`config.mk`:
```
export PLATFORM = sky130hd
export DESIGN_NAME = uart_baud_rate_generator
export DESIGN_NICKNAME = d
export VERILOG_FILES = /design/src/rtl/baud_gen_pkg.sv /design/src/rtl/base_clock_prescaler.sv /design/src/rtl/divide_counter.sv /design/src/rtl/uart_baud_rate_generator.sv
export SDC_FILE = /design/constraint.sdc
export NUM_CORES = 1
export LEC_CHECK = 0
export ABC_AREA = 1
export BUFFER_PORTS_ARGS = -buffer_cell sky130_fd_sc_hd__buf_4
export CAP_MARGIN = 20
export CORE_ASPECT_RATIO = 1.75
export CORE_MARGIN = 2
export CORE_UTILIZATION = 55
export CTS_CLUSTER_SIZE = 10
export DETAILED_ROUTE_END_ITERATION = 8
export GPL_ROUTABILITY_DRIVEN = 1
export PLACE_DENSITY = 0.75
export SETUP_SLACK_MARGIN = 0.5
export SLEW_MARGIN = 20
export SYNTH_ARGS = -nofsm -noshare
export SYNTH_HDL_FRONTEND = slang
export SYNTH_SLANG_ARGS = --single-unit
```
`constraint.sdc`:
```
create_clock -name i_sys_clk -period 6.16 [get_ports i_sys_clk]
set_input_delay 0.924 -clock i_sys_clk [delete_from_list [all_inputs] [get_ports i_sys_clk]]
set_output_delay 0.924 -clock i_sys_clk [all_outputs]
set_load 0.02 [all_outputs]
```
`src/rtl/baud_gen_pkg.sv`:
```
// Shared constants and types of the serial channel baud rate generator
package baud_gen_pkg;

  localparam int ADDR_WIDTH     = 3;
  localparam int DATA_WIDTH     = 8;
  localparam int PRESCALE_WIDTH = 10;
  localparam int DIVIDE_WIDTH   = 8;
  localparam int SELECT_WIDTH   = 4;
  localparam int CHANNELS       = 2;
  localparam int TX_INDEX       = 0;
  localparam int RX_INDEX       = 1;

  // Register offsets
  localparam logic [ADDR_WIDTH-1:0] SELECT_OFFSET  = 3'h0;
  localparam logic [ADDR_WIDTH-1:0] DIVIDER_OFFSET = 3'h1;
  localparam logic [ADDR_WIDTH-1:0] CONTROL_OFFSET = 3'h2;
  localparam logic [ADDR_WIDTH-1:0] STATUS_OFFSET  = 3'h3;

  // Reset values
  localparam logic [SELECT_WIDTH-1:0] SELECT_RESET  = 4'h0;
  localparam logic [DIVIDE_WIDTH-1:0] DIVIDER_RESET = 8'hFF;
  localparam logic                    CONTROL_RESET = 1'b0;

  // Select codes and divide limits
  localparam logic [SELECT_WIDTH-1:0] MAX_DIVIDE_CODE = 4'hA;
  localparam logic [SELECT_WIDTH-1:0] EXT_CLOCK_CODE  = 4'hB;
  localparam logic [DIVIDE_WIDTH-1:0] MIN_DIVIDE      = 8'h04;

  // Control register fields
  localparam int CTRL_POWER_BIT = 7;
  localparam int CTRL_TXE_BIT   = 6;
  localparam int CTRL_RXE_BIT   = 5;

  // Status register fields
  localparam int ST_SELECT_BAD    = 0;
  localparam int ST_DIVIDE_BAD    = 1;
  localparam int ST_SEL_WHILE_ON  = 2;
  localparam int ST_DIV_WHILE_RUN = 3;
  localparam int ST_TX_BAUD       = 4;
  localparam int ST_RX_BAUD       = 5;
  localparam int ST_TX_RUN        = 6;
  localparam int ST_RX_RUN        = 7;

  typedef struct packed {
    logic power;
    logic tx_enable;
    logic rx_enable;
  } control_type;

  typedef struct packed {
    logic                  write;
    logic                  read;
    logic [ADDR_WIDTH-1:0] addr;
    logic [DATA_WIDTH-1:0] data;
  } bus_req_type;

endpackage

```
`src/rtl/base_clock_prescaler.sv`:
```
// Base clock selector: main clock divided by 2^m or external pin edges
`timescale 1ns/100ps
module base_clock_prescaler import baud_gen_pkg::*; #(
  parameter bit EXT_ALLOWED = 1'b1
) (
  input  wire logic                    i_sys_clk,
  input  wire logic                    i_reset_n,
  input  wire logic                    i_clk_en,
  input  wire logic                    i_power,
  input  wire logic [SELECT_WIDTH-1:0] i_select,
  input  wire logic                    i_ext_pin,
  output logic                         o_base_tick,
  output logic                         o_select_bad
);

  localparam logic [PRESCALE_WIDTH-1:0] UNIT = 1;

  logic [PRESCALE_WIDTH-1:0] count;
  logic [PRESCALE_WIDTH-1:0] mask;
  logic                      ext_q;
  wire                       all_ones;
  wire                       div_code;
  wire                       ext_code;
  wire                       ext_rise;

  // Bit g of the prescaler matters once the code exceeds g
  for (genvar g = 0; g < PRESCALE_WIDTH; g++) begin : g_mask
    assign mask[g] = i_select > SELECT_WIDTH'(g);
  end

  assign all_ones     = &(count | ~mask);
  assign div_code     = i_select <= MAX_DIVIDE_CODE;
  assign ext_code     = EXT_ALLOWED && (i_select == EXT_CLOCK_CODE);
  assign ext_rise     = i_ext_pin & ~ext_q;
  assign o_select_bad = !(div_code || ext_code);
  // Prohibited codes stop the base clock rather than picking a guess
  assign o_base_tick  = i_power && i_clk_en &&
                        ((div_code && all_ones) || (ext_code && ext_rise));

  always_ff @(posedge i_sys_clk or negedge i_reset_n) begin
    if (!i_reset_n) begin
      count <= '0;
      ext_q <= 1'b0;
    end else if (i_clk_en) begin
      ext_q <= i_ext_pin;
      count <= i_power ? count + UNIT : '0;
    end
  end
endmodule

```
`src/rtl/divide_counter.sv`:
```
// Programmable divide-by-k counter producing serial tick and baud clock
`timescale 1ns/100ps
module divide_counter import baud_gen_pkg::*; #(
  parameter int WIDTH = DIVIDE_WIDTH
) (
  input  wire logic             i_sys_clk,
  input  wire logic             i_reset_n,
  input  wire logic             i_clk_en,
  input  wire logic             i_enable,
  input  wire logic             i_tick,
  input  wire logic [WIDTH-1:0] i_divide,
  output logic                  o_serial_tick,
  output logic                  o_baud_clk,
  output logic                  o_divide_bad
);

  localparam logic [WIDTH-1:0] UNIT = 1;

  logic [WIDTH-1:0] count;
  logic [WIDTH:0]   ticks_seen;
  wire              legal;
  wire              step;
  wire              hit;

  assign legal        = i_divide >= WIDTH'(MIN_DIVIDE);
  assign o_divide_bad = !legal;
  assign step         = i_clk_en && i_enable && legal && i_tick;
  // >= lets the count recover at once if k is lowered mid-count
  assign hit          = step && (count >= i_divide - UNIT);

  always_ff @(posedge i_sys_clk or negedge i_reset_n) begin
    if (!i_reset_n) begin
      count         <= '0;
      o_baud_clk    <= 1'b0;
      o_serial_tick <= 1'b0;
    end else if (i_clk_en) begin
      o_serial_tick <= hit;
      if (!i_enable) begin
        count      <= '0;
        o_baud_clk <= 1'b0;
      end else if (step) begin
        count <= hit ? '0 : count + UNIT;
        if (hit) begin
          o_baud_clk <= ~o_baud_clk;
        end
      end
    end
  end

  // Helper: base ticks counted since the last serial pulse
  always_ff @(posedge i_sys_clk or negedge i_reset_n) begin
    if (!i_reset_n) begin
      ticks_seen <= '0;
    end else if (i_clk_en) begin
      if (!i_enable || hit) begin
        ticks_seen <= '0;
      end else if (step) begin
        ticks_seen <= ticks_seen + (WIDTH+1)'(UNIT);
      end
    end
  end
endmodule

```
`src/rtl/uart_baud_rate_generator.sv`:
```
// Baud rate generator of one serial channel with its register port
`timescale 1ns/100ps
module uart_baud_rate_generator import baud_gen_pkg::*; #(
  parameter bit EXT_CLOCK_ALLOWED = 1'b1
) (
  input  wire logic                  i_sys_clk,
  input  wire logic                  i_reset_n,
  input  wire logic                  i_clk_en,
  input  wire logic [ADDR_WIDTH-1:0] i_addr,
  input  wire logic [DATA_WIDTH-1:0] i_wr_data,
  input  wire logic                  i_wr_strobe,
  input  wire logic                  i_rd_strobe,
  output logic      [DATA_WIDTH-1:0] o_rd_data,
  input  wire logic                  i_external_baud_clock_pin,
  output logic                       o_channel_power,
  output logic                       o_transmit_enable,
  output logic                       o_receive_enable,
  output logic                       o_tx_serial_tick,
  output logic                       o_tx_baud_clk,
  output logic                       o_rx_serial_tick,
  output logic                       o_rx_baud_clk
);

  bus_req_type               req;
  control_type               control;
  logic [SELECT_WIDTH-1:0]   select;
  logic [DIVIDE_WIDTH-1:0]   divider;
  logic                      sel_while_on;
  logic                      div_while_run;
  logic [CHANNELS-1:0]       channel_enable;
  logic [CHANNELS-1:0]       serial_tick;
  logic [CHANNELS-1:0]       baud_clk;
  logic [CHANNELS-1:0]       divide_bad;
  logic                      base_tick;
  logic                      select_bad;
  logic [DATA_WIDTH-1:0]     status_value;
  logic [DATA_WIDTH-1:0]     control_value;
  logic [DATA_WIDTH-1:0]     read_value;
  logic                      select_written;
  logic                      divider_written;

  assign req.write = i_wr_strobe;
  assign req.read  = i_rd_strobe;
  assign req.addr  = i_addr;
  assign req.data  = i_wr_data;

  // Address decode
  wire hit_select  = req.addr == SELECT_OFFSET;
  wire hit_divider = req.addr == DIVIDER_OFFSET;
  wire hit_control = req.addr == CONTROL_OFFSET;
  wire hit_status  = req.addr == STATUS_OFFSET;
  wire wr_select   = i_clk_en && req.write && hit_select;
  wire wr_divider  = i_clk_en && req.write && hit_divider;
  wire wr_control  = i_clk_en && req.write && hit_control;
  wire wr_status   = i_clk_en && req.write && hit_status;

  // Writes that break the software sequence are flagged, never blocked,
  // so a misbehaving driver still sees the value it wrote.
  wire counters_running = control.tx_enable || control.rx_enable;
  wire set_sel_while_on = wr_select && control.power;
  wire set_div_while_run = wr_divider && control.power && counters_running;
  wire clr_sel_while_on = wr_status && req.data[ST_SEL_WHILE_ON];
  wire clr_div_while_run = wr_status && req.data[ST_DIV_WHILE_RUN];

  // Register file
  always_ff @(posedge i_sys_clk or negedge i_reset_n) begin
    if (!i_reset_n) begin
      select  <= SELECT_RESET;
      divider <= DIVIDER_RESET;
    end else begin
      if (wr_select) begin
        select <= req.data[SELECT_WIDTH-1:0];
      end
      if (wr_divider) begin
        divider <= req.data;
      end
    end
  end

  always_ff @(posedge i_sys_clk or negedge i_reset_n) begin
    if (!i_reset_n) begin
      control.power     <= CONTROL_RESET;
      control.tx_enable <= CONTROL_RESET;
      control.rx_enable <= CONTROL_RESET;
    end else if (wr_control) begin
      control.power     <= req.data[CTRL_POWER_BIT];
      control.tx_enable <= req.data[CTRL_TXE_BIT];
      control.rx_enable <= req.data[CTRL_RXE_BIT];
    end
  end

  // Sticky sequence flags: a new violation beats a clear in the same cycle
  always_ff @(posedge i_sys_clk or negedge i_reset_n) begin
    if (!i_reset_n) begin
      sel_while_on  <= 1'b0;
      div_while_run <= 1'b0;
    end else begin
      if (set_sel_while_on) begin
        sel_while_on <= 1'b1;
      end else if (clr_sel_while_on) begin
        sel_while_on <= 1'b0;
      end
      if (set_div_while_run) begin
        div_while_run <= 1'b1;
      end else if (clr_div_while_run) begin
        div_while_run <= 1'b0;
      end
    end
  end

  // Readback views
  assign control_value = {control.power, control.tx_enable, control.rx_enable, 5'h00};
  assign status_value[ST_SELECT_BAD]    = select_bad;
  assign status_value[ST_DIVIDE_BAD]    = divide_bad[TX_INDEX] | divide_bad[RX_INDEX];
  assign status_value[ST_SEL_WHILE_ON]  = sel_while_on;
  assign status_value[ST_DIV_WHILE_RUN] = div_while_run;
  assign status_value[ST_TX_BAUD]       = baud_clk[TX_INDEX];
  assign status_value[ST_RX_BAUD]       = baud_clk[RX_INDEX];
  assign status_value[ST_TX_RUN]        = channel_enable[TX_INDEX];
  assign status_value[ST_RX_RUN]        = channel_enable[RX_INDEX];

  // Upper nibble of the select register reads as zero
  assign read_value = hit_select  ? {4'h0, select} :
                      hit_divider ? divider :
                      hit_control ? control_value :
                      hit_status  ? status_value :
                      8'h00;

  // Read data stand only until the next enabled edge after the one that takes the strobe
  always_ff @(posedge i_sys_clk or negedge i_reset_n) begin
    if (!i_reset_n) begin
      o_rd_data <= 8'h00;
    end else if (i_clk_en) begin
      o_rd_data <= req.read ? read_value : 8'h00;
    end
  end

  // Base clock shared by both counters
  base_clock_prescaler #(
    .EXT_ALLOWED (EXT_CLOCK_ALLOWED)
  ) u_prescaler (
    .i_sys_clk    (i_sys_clk),
    .i_reset_n    (i_reset_n),
    .i_clk_en     (i_clk_en),
    .i_power      (control.power),
    .i_select     (select),
    .i_ext_pin    (i_external_baud_clock_pin),
    .o_base_tick  (base_tick),
    .o_select_bad (select_bad)
  );

  // Transmit and receive each own a counter so neither disturbs the other
  assign channel_enable[TX_INDEX] = control.power && control.tx_enable;
  assign channel_enable[RX_INDEX] = control.power && control.rx_enable;

  for (genvar c = 0; c < CHANNELS; c++) begin : g_counter
    divide_counter #(
      .WIDTH (DIVIDE_WIDTH)
    ) u_counter (
      .i_sys_clk     (i_sys_clk),
      .i_reset_n     (i_reset_n),
      .i_clk_en      (i_clk_en),
      .i_enable      (channel_enable[c]),
      .i_tick        (base_tick),
      .i_divide      (divider),
      .o_serial_tick (serial_tick[c]),
      .o_baud_clk    (baud_clk[c]),
      .o_divide_bad  (divide_bad[c])
    );
  end

  assign o_channel_power   = control.power;
  assign o_transmit_enable = channel_enable[TX_INDEX];
  assign o_receive_enable  = channel_enable[RX_INDEX];
  assign o_tx_serial_tick  = serial_tick[TX_INDEX];
  assign o_tx_baud_clk     = baud_clk[TX_INDEX];
  assign o_rx_serial_tick  = serial_tick[RX_INDEX];
  assign o_rx_baud_clk     = baud_clk[RX_INDEX];

  // Helpers: has a register been written since reset
  always_ff @(posedge i_sys_clk or negedge i_reset_n) begin
    if (!i_reset_n) begin
      select_written  <= 1'b0;
      divider_written <= 1'b0;
    end else begin
      if (wr_select) begin
        select_written <= 1'b1;
      end
      if (wr_divider) begin
        divider_written <= 1'b1;
      end
    end
  end
endmodule

```
After elaboration in Yosys (flattened, before gate mapping)
Index checks and enable logic that the tools add are counted.
{ "totals": {"register_bits": 56, "input_bits": 17, "wordCells": 107} }
{ "op_classes": {"add_sub_neg": 4, "n_lt_le_gt_ge": 14, "n_eq_ne": 8, "n_mux": 22, "n_bitwise": 6, "reduce_logical": 37} }
{ "op_table": {"columns": ["cell", "count"], "rows": [
  ["$mux 8", 11],
  ["$logic_and 1x1->1", 24],
  ["$add 8x1->8 const B", 2],
  ["$ge 8x8->1", 2],
  ["$gt 4x3->1 const B", 4],
  ["$add 10x1->10 const B", 1],
  ["$mux 1", 10],
  ["$mux 10", 1],
  ["$not 10->10", 1],
  ["$or 10x10->10", 1],
  ["$reduce_and 10->1", 1],
  ["$ge 8x3->1 const B", 1],
  ["$gt 4x1->1 const B", 2],
  ["$gt 4x2->1 const B", 2],
  ["$gt 4x4->1 const B", 2],
  ["$ne 2x2->1 const B", 4],
  ["$sub 8x1->8 const B", 1],
  ["$eq 3x2->1 const B", 2],
  ["$reduce_and 3->1", 2],
  ["$eq 4x4->1 const B", 1],
  ["$le 4x4->1 const B", 1],
  ["$reduce_and 2->1", 2],
  ["$reduce_bool 2->1", 2],
  ["$eq 3x1->1 const B", 1],
  ["other kinds (5)", 10]
]} }

Longest topological paths before layout
{ "logic_depth": {"ltp_word": 12, "ltp_mapped": 17, "mapped_depth_nobuf": 16} }

By module
Synthesis repeated with hierarchy kept, for this count alone.
{ "hier_totals": {"cells_unflattened": 535, "area_unflattened_um2": 3794.9} }
{ "by_module_without_submodules": {"columns": ["module", "instances", "cells_per_inst", "area_each_um2", "seq_area_each_um2"], "rows": [
  ["divide_counter", 2, 132, 917.1, 250.2],
  ["uart_baud_rate_generator", 1, 157, 1227.4, 635.6],
  ["base_clock_prescaler", 1, 114, 733.2, 275.3]
]} }

Worst setup path after synthesis
No wires, ideal clock.
{ "synth_path": {"path_kind": "register -> register", "from": "register divider[0]", "to": "register g_counter[1].u_counter.o_baud_clk", "setup_time_ns": 0.117, "arrival_time_ns": 2.133, "required_ns": 6.043, "path_slack_ns": 3.910, "path_stages_with_launch": 18, "path_cell_list": "dfstp_2 -> inv_1 -> nand3_1 -> nor2_1 -> nand2_1 -> nor3_1 -> xor2_1 -> ha_1 -> nand2_1 -> nor2_1 -> nand4_1 -> nand3_1 -> nand4_1 -> clkbuf_8 -> nand2_1 -> nand2_1 -> nand2_1 -> nand2_1"} }
{ "synth_between": {"elab_chain_len": 6} }
{ "synth_lines": {"columns": ["element", "line_no", "rtl"], "rows": [
  ["from (decl)", "uart_baud_rate_generator.sv:27", "logic [DIVIDE_WIDTH-1:0] divider;"],
  ["from (signal assigned)", "uart_baud_rate_generator.sv:75", "divider <= req.data;"],
  ["branches (longest 5 deep; another with $sub 8x1->8)", null, null],
  ["$reduce_and 3->1 (no source line) *", null, null],
  ["to (signal assigned)", "divide_counter.sv:44", "o_baud_clk <= ~o_baud_clk;"],
  ["to (decl)", "divide_counter.sv:13", "output logic o_baud_clk,"]
]} }
Mark *: on every way between the ends.
A chain may end at the register's enable or synchronous reset.

Final worst setup path
Ends and elaborated chain as after synthesis.

==> results.py <==
metrics = {
    "status": {
        "status": "finished clean",
    },
    "layout": {
        "nFillCells": 567,
        "layout-drive-gt1-share": 0.129,
        "seqCellArea_um2": 1410,
        "nets": 503,
        "antennaDiodeCount": 0,
        "syn_to_final_growth_pct": 9.78,
        "multi_input_comb_area_um2": 1750,
    },
    "worst_setup_path": {
        "cp_max_fo": 11,
        "slowest_delay_ps": 430,
        "cp_common_cell": "nand2_1",
        "path_cells": "inv_1 > nand3_1 > nor2_1 > nand2_1 > nor3_1 > xor2_1 > ha_1 > nand2_1 > nor2_1 > nand4_1 > nand3_1 > nand4_1 > or2_2 > nand2_1",
        "reg2reg_from": "divider[0]$_DFFE_PN1P_",
        "timing.rr.end": "g_counter[1].u_counter.o_baud_clk$_DFFE_PN0P_",
        "required_ps": 6430,
        "r2r_cells": 14,
        "worstPathArrival_ps": 3080,
        "cp_slowest_cell": "or2_2",
        "r2r_slack_ps": 3350,
        "cp-end-kind": "register",
        "start_kind": "register",
        "critical_path_class": "register to register",
    },
    "synth": {
        "synth_adder_area_share": 0.0758,
        "synth_top_area_share": 0.347,
        "avgSynthCellArea_um2": 7.93,
        "yosys_warnings": 0,
        "synth-xor-area-share": 0.0581,
        "synth_compound_area_frac": 0.129,
        "ys_seq_elements": 56,
        "synth_top_cells_by_area": "dfrtp_1 35%, nand2_1 11%, ha_1 7.6%",
        "syn_area_um2": 3470,
        "synth_top_family_by_area": "simple AND/OR/NAND/NOR gates",
        "synth-seq-area-share": 0.407,
        "netlist_instances": 437,
        "syn-num-nets": 475,
        "yosys.area.top_type": "dfrtp_1",
        "yosysUniqueCellTypes": 33,
        "yosys.area_share.simple": 0.231,
        "synth_mux_area_frac": 0.00975,
    },
    "global_route": {
        "gr-usage-met1": 0.285,
        "met2_usage": 0.429,
        "grt_pass1_wl_mm": 13.4,
        "gr-usage-all-layers": 0.246,
        "antenna_found_initial": 0,
        "grt_overflow_total": 0,
        "met3_usage": 0.0361,
        "gr-max-usage-layer": "met2",
        "first_global_vias": 2996,
        "grt_max_degree": 57,
    },
    "routing": {
        "drt_iter0_drc": 178,
        "wl_mm": 7.71,
        "first_pass_iters": 4,
        "drtAntennaViolNets": 0,
        "num_vias": 2966,
        "drt-wirelength-per-cell_um": 14.1,
        "drc": 0,
        "via_per_inst": 5.43,
    },
    "clocking": {
        "cts_made_buffers": 5,
        "ctsResizeCount": 0,
        "cts-root-buf": "clkbuf_8",
        "max-clock-path-buffers": 2,
        "postCtsSetupRepairBufs": 0,
        "cts_hold_buf": 0,
        "htreeDepth": 2,
        "cts_sinks": 56,
        "clk_pin_slew_ps": 100,
        "cts_tree": "done",
        "worstSkewPairLatency_ps": 320,
    },
    "sta": {
        "tightest_slew_ps": 835,
        "setup_viol": 0,
        "period_needed_ps": 2810,
        "rsz0062_at_grt": "false",
        "tns_ps": 0,
        "worst_slack_ps": 3350,
        "fin_crit_sh": 0.457,
        "clock_skew_ps": 5.23,
        "finalMaxSlewViolations": 0,
        "hold_viol": 0,
        "max_freq_ghz": 0.355,
        "maxSlewHeadroom": 0.441,
    },
    "pwr": {
        "leakagePower_nw": 1.97,
        "vdd_drop_max_mv": 0.275,
        "powerDensity_nw_per_um2": 259,
    },
    "placed_design": {
        "place_hpwl_mm": 5.81,
        "place_ws_ps": 3380,
        "port_buffers": 31,
        "place.gp.congestion": 0.901,
    },
    "floorplan": {
        "ios": 32,
        "dieArea_um2": 6980,
        "coreArea_um2": 6130,
        "fp.dieH_um": 109,
        "die_w_um": 64.0,
        "num_rows": 38,
        "initial_core_util": 0.565,
    },
    "flow_run": {
        "maxCapViolations": 0,
    },
    "hold_path": {
        "hold_depth": 2,
        "min_to": "g_counter[0].u_counter.o_serial_tick$_DFFE_PN0P_",
        "hold_start": "g_counter[0].u_counter.o_serial_tick$_DFFE_PN0P_",
        "worstHoldPathType": "register to register",
    },
}
## cells in the final DEF (no fill, tap or decap), drive strengths merged
master  netlist  routed
a31oi         1       1
nand2       110     110
or2           2       2
o21a          2       2
mux2          3       3
o221ai        3       3
nand3        34      34
nand4         6       6
a32o          2       2
a221oi        1       1
xnor2         4       4
buf           4      31
nor2         28      28
a21oi        15      15
xor2         19      19
o31ai         2       2
ha           21      21
dfrtp        48      48
nor3          6       6
o32ai         1       1
inv          60      60
o21ai        42      42
nand3b        2       2
o22ai         6       6
dfstp         8       8
a22o          1       1
clkbuf        6       8
## cell usage after synthesis
cell type,instances
nand3_1,33
a31oi_1,1
o21a_1,2
or2_2,2
ha_1,21
buf_6,3
mux2_2,3
dfstp_2,8
nor3_1,6
nor2_2,1
clkbuf_8,2
a32o_1,2
buf_4,1
inv_1,60
a22o_1,1
nand2_1,106
nand3_2,1
nand3b_1,2
o22ai_1,6
a21oi_1,15
nor2_1,27
nand2_2,4
o31ai_1,2
dfrtp_1,48
clkbuf_1,4
nand4_1,6
xor2_1,19
a221oi_1,1
xnor2_1,4
o21ai_0,38
o221ai_1,3
o21ai_2,4
o32ai_1,1
## per-layer routing
layer / part of all wire / vias up
li1: - / 1481
met1: 0.40 / 1405
met2: 0.53 / 61
met3: 0.032 / 19
met4: 0.037 / 0
met5: 0 / -
## where the power goes
part | internal (mW) | leakage, nW | switching [mW]
Sequential | 0.424 | 0.723 | 0.0458
Clock | 0.0921 | 0.0455 | 0.120
Combinational | 0.108 | 1.20 | 0.196
Total | 0.624 | 1.97 | 0.362
## logic make-up after synthesis
group,after synthesis
DFF,56
AOI/OAI and AO/OA,76
and+or+nand+nor,188
muxes,3
buffers and inverters,70
adders and majority gates,21
xor gates and xnor gates,23
## stage by stage
step                power [mW]  cell area (um^2)  hold WS [ps]  std cells   util
finish                   0.986              3800           492        546  0.620
global route              1.06              3800           518        546  0.620
CTS                      0.993              3800           499        546  0.620
detailed placement       0.779              3710           477        538  0.606
global placement         0.767              3710           471        538  0.606
floorplan                0.686              3470           481        437      -
## registers in the layout, summed over array words and instances, names as in the netlist
name	cells
sel_while_on	1
divider	8
g_counter.u_counter.o_serial_tick	2
g_counter.u_counter.o_baud_clk	2
o_rd_data	8
g_counter.u_counter.count	16
u_prescaler.count	10
div_while_run	1
control	2
u_prescaler.ext_q	1
o_channel_power	1
select	4
## worst max-delay path: cells and delay by family, from the launching register on
family,cells,cell delay (ps)
XOR/XNOR,1,120
adder cells (fa/ha/maj),1,310
buffers and inverters,1,180
flip-flops,1,370
AND/OR/NAND/NOR,11,1780
## final cells by class
cell class	count	area share
inverter	60	0.0592
multi-input combinational	311	0.459
tap	80	0.0263
timing repair buffer	31	0.0612
sequential	56	0.371
clock buffer	8	0.0237
## worst max-delay path by stage
stage                                                    endpoint                   start  slack, ps  cells past startpoint
floorplan           g_counter[1].u_counter.o_baud_clk$_DFFE_PN0P_  divider[0]$_DFFE_PN1P_       3910                     17
global placement    g_counter[0].u_counter.o_baud_clk$_DFFE_PN0P_  divider[0]$_DFFE_PN1P_       3440                     14
detailed placement  g_counter[1].u_counter.o_baud_clk$_DFFE_PN0P_  divider[0]$_DFFE_PN1P_       3380                     14
CTS                 g_counter[1].u_counter.o_baud_clk$_DFFE_PN0P_  divider[0]$_DFFE_PN1P_       3320                     14
global route        g_counter[1].u_counter.o_baud_clk$_DFFE_PN0P_  divider[0]$_DFFE_PN1P_       2960                     14
finish              g_counter[1].u_counter.o_baud_clk$_DFFE_PN0P_  divider[0]$_DFFE_PN1P_       3350                     14
(Power assumes the default switching activity.)
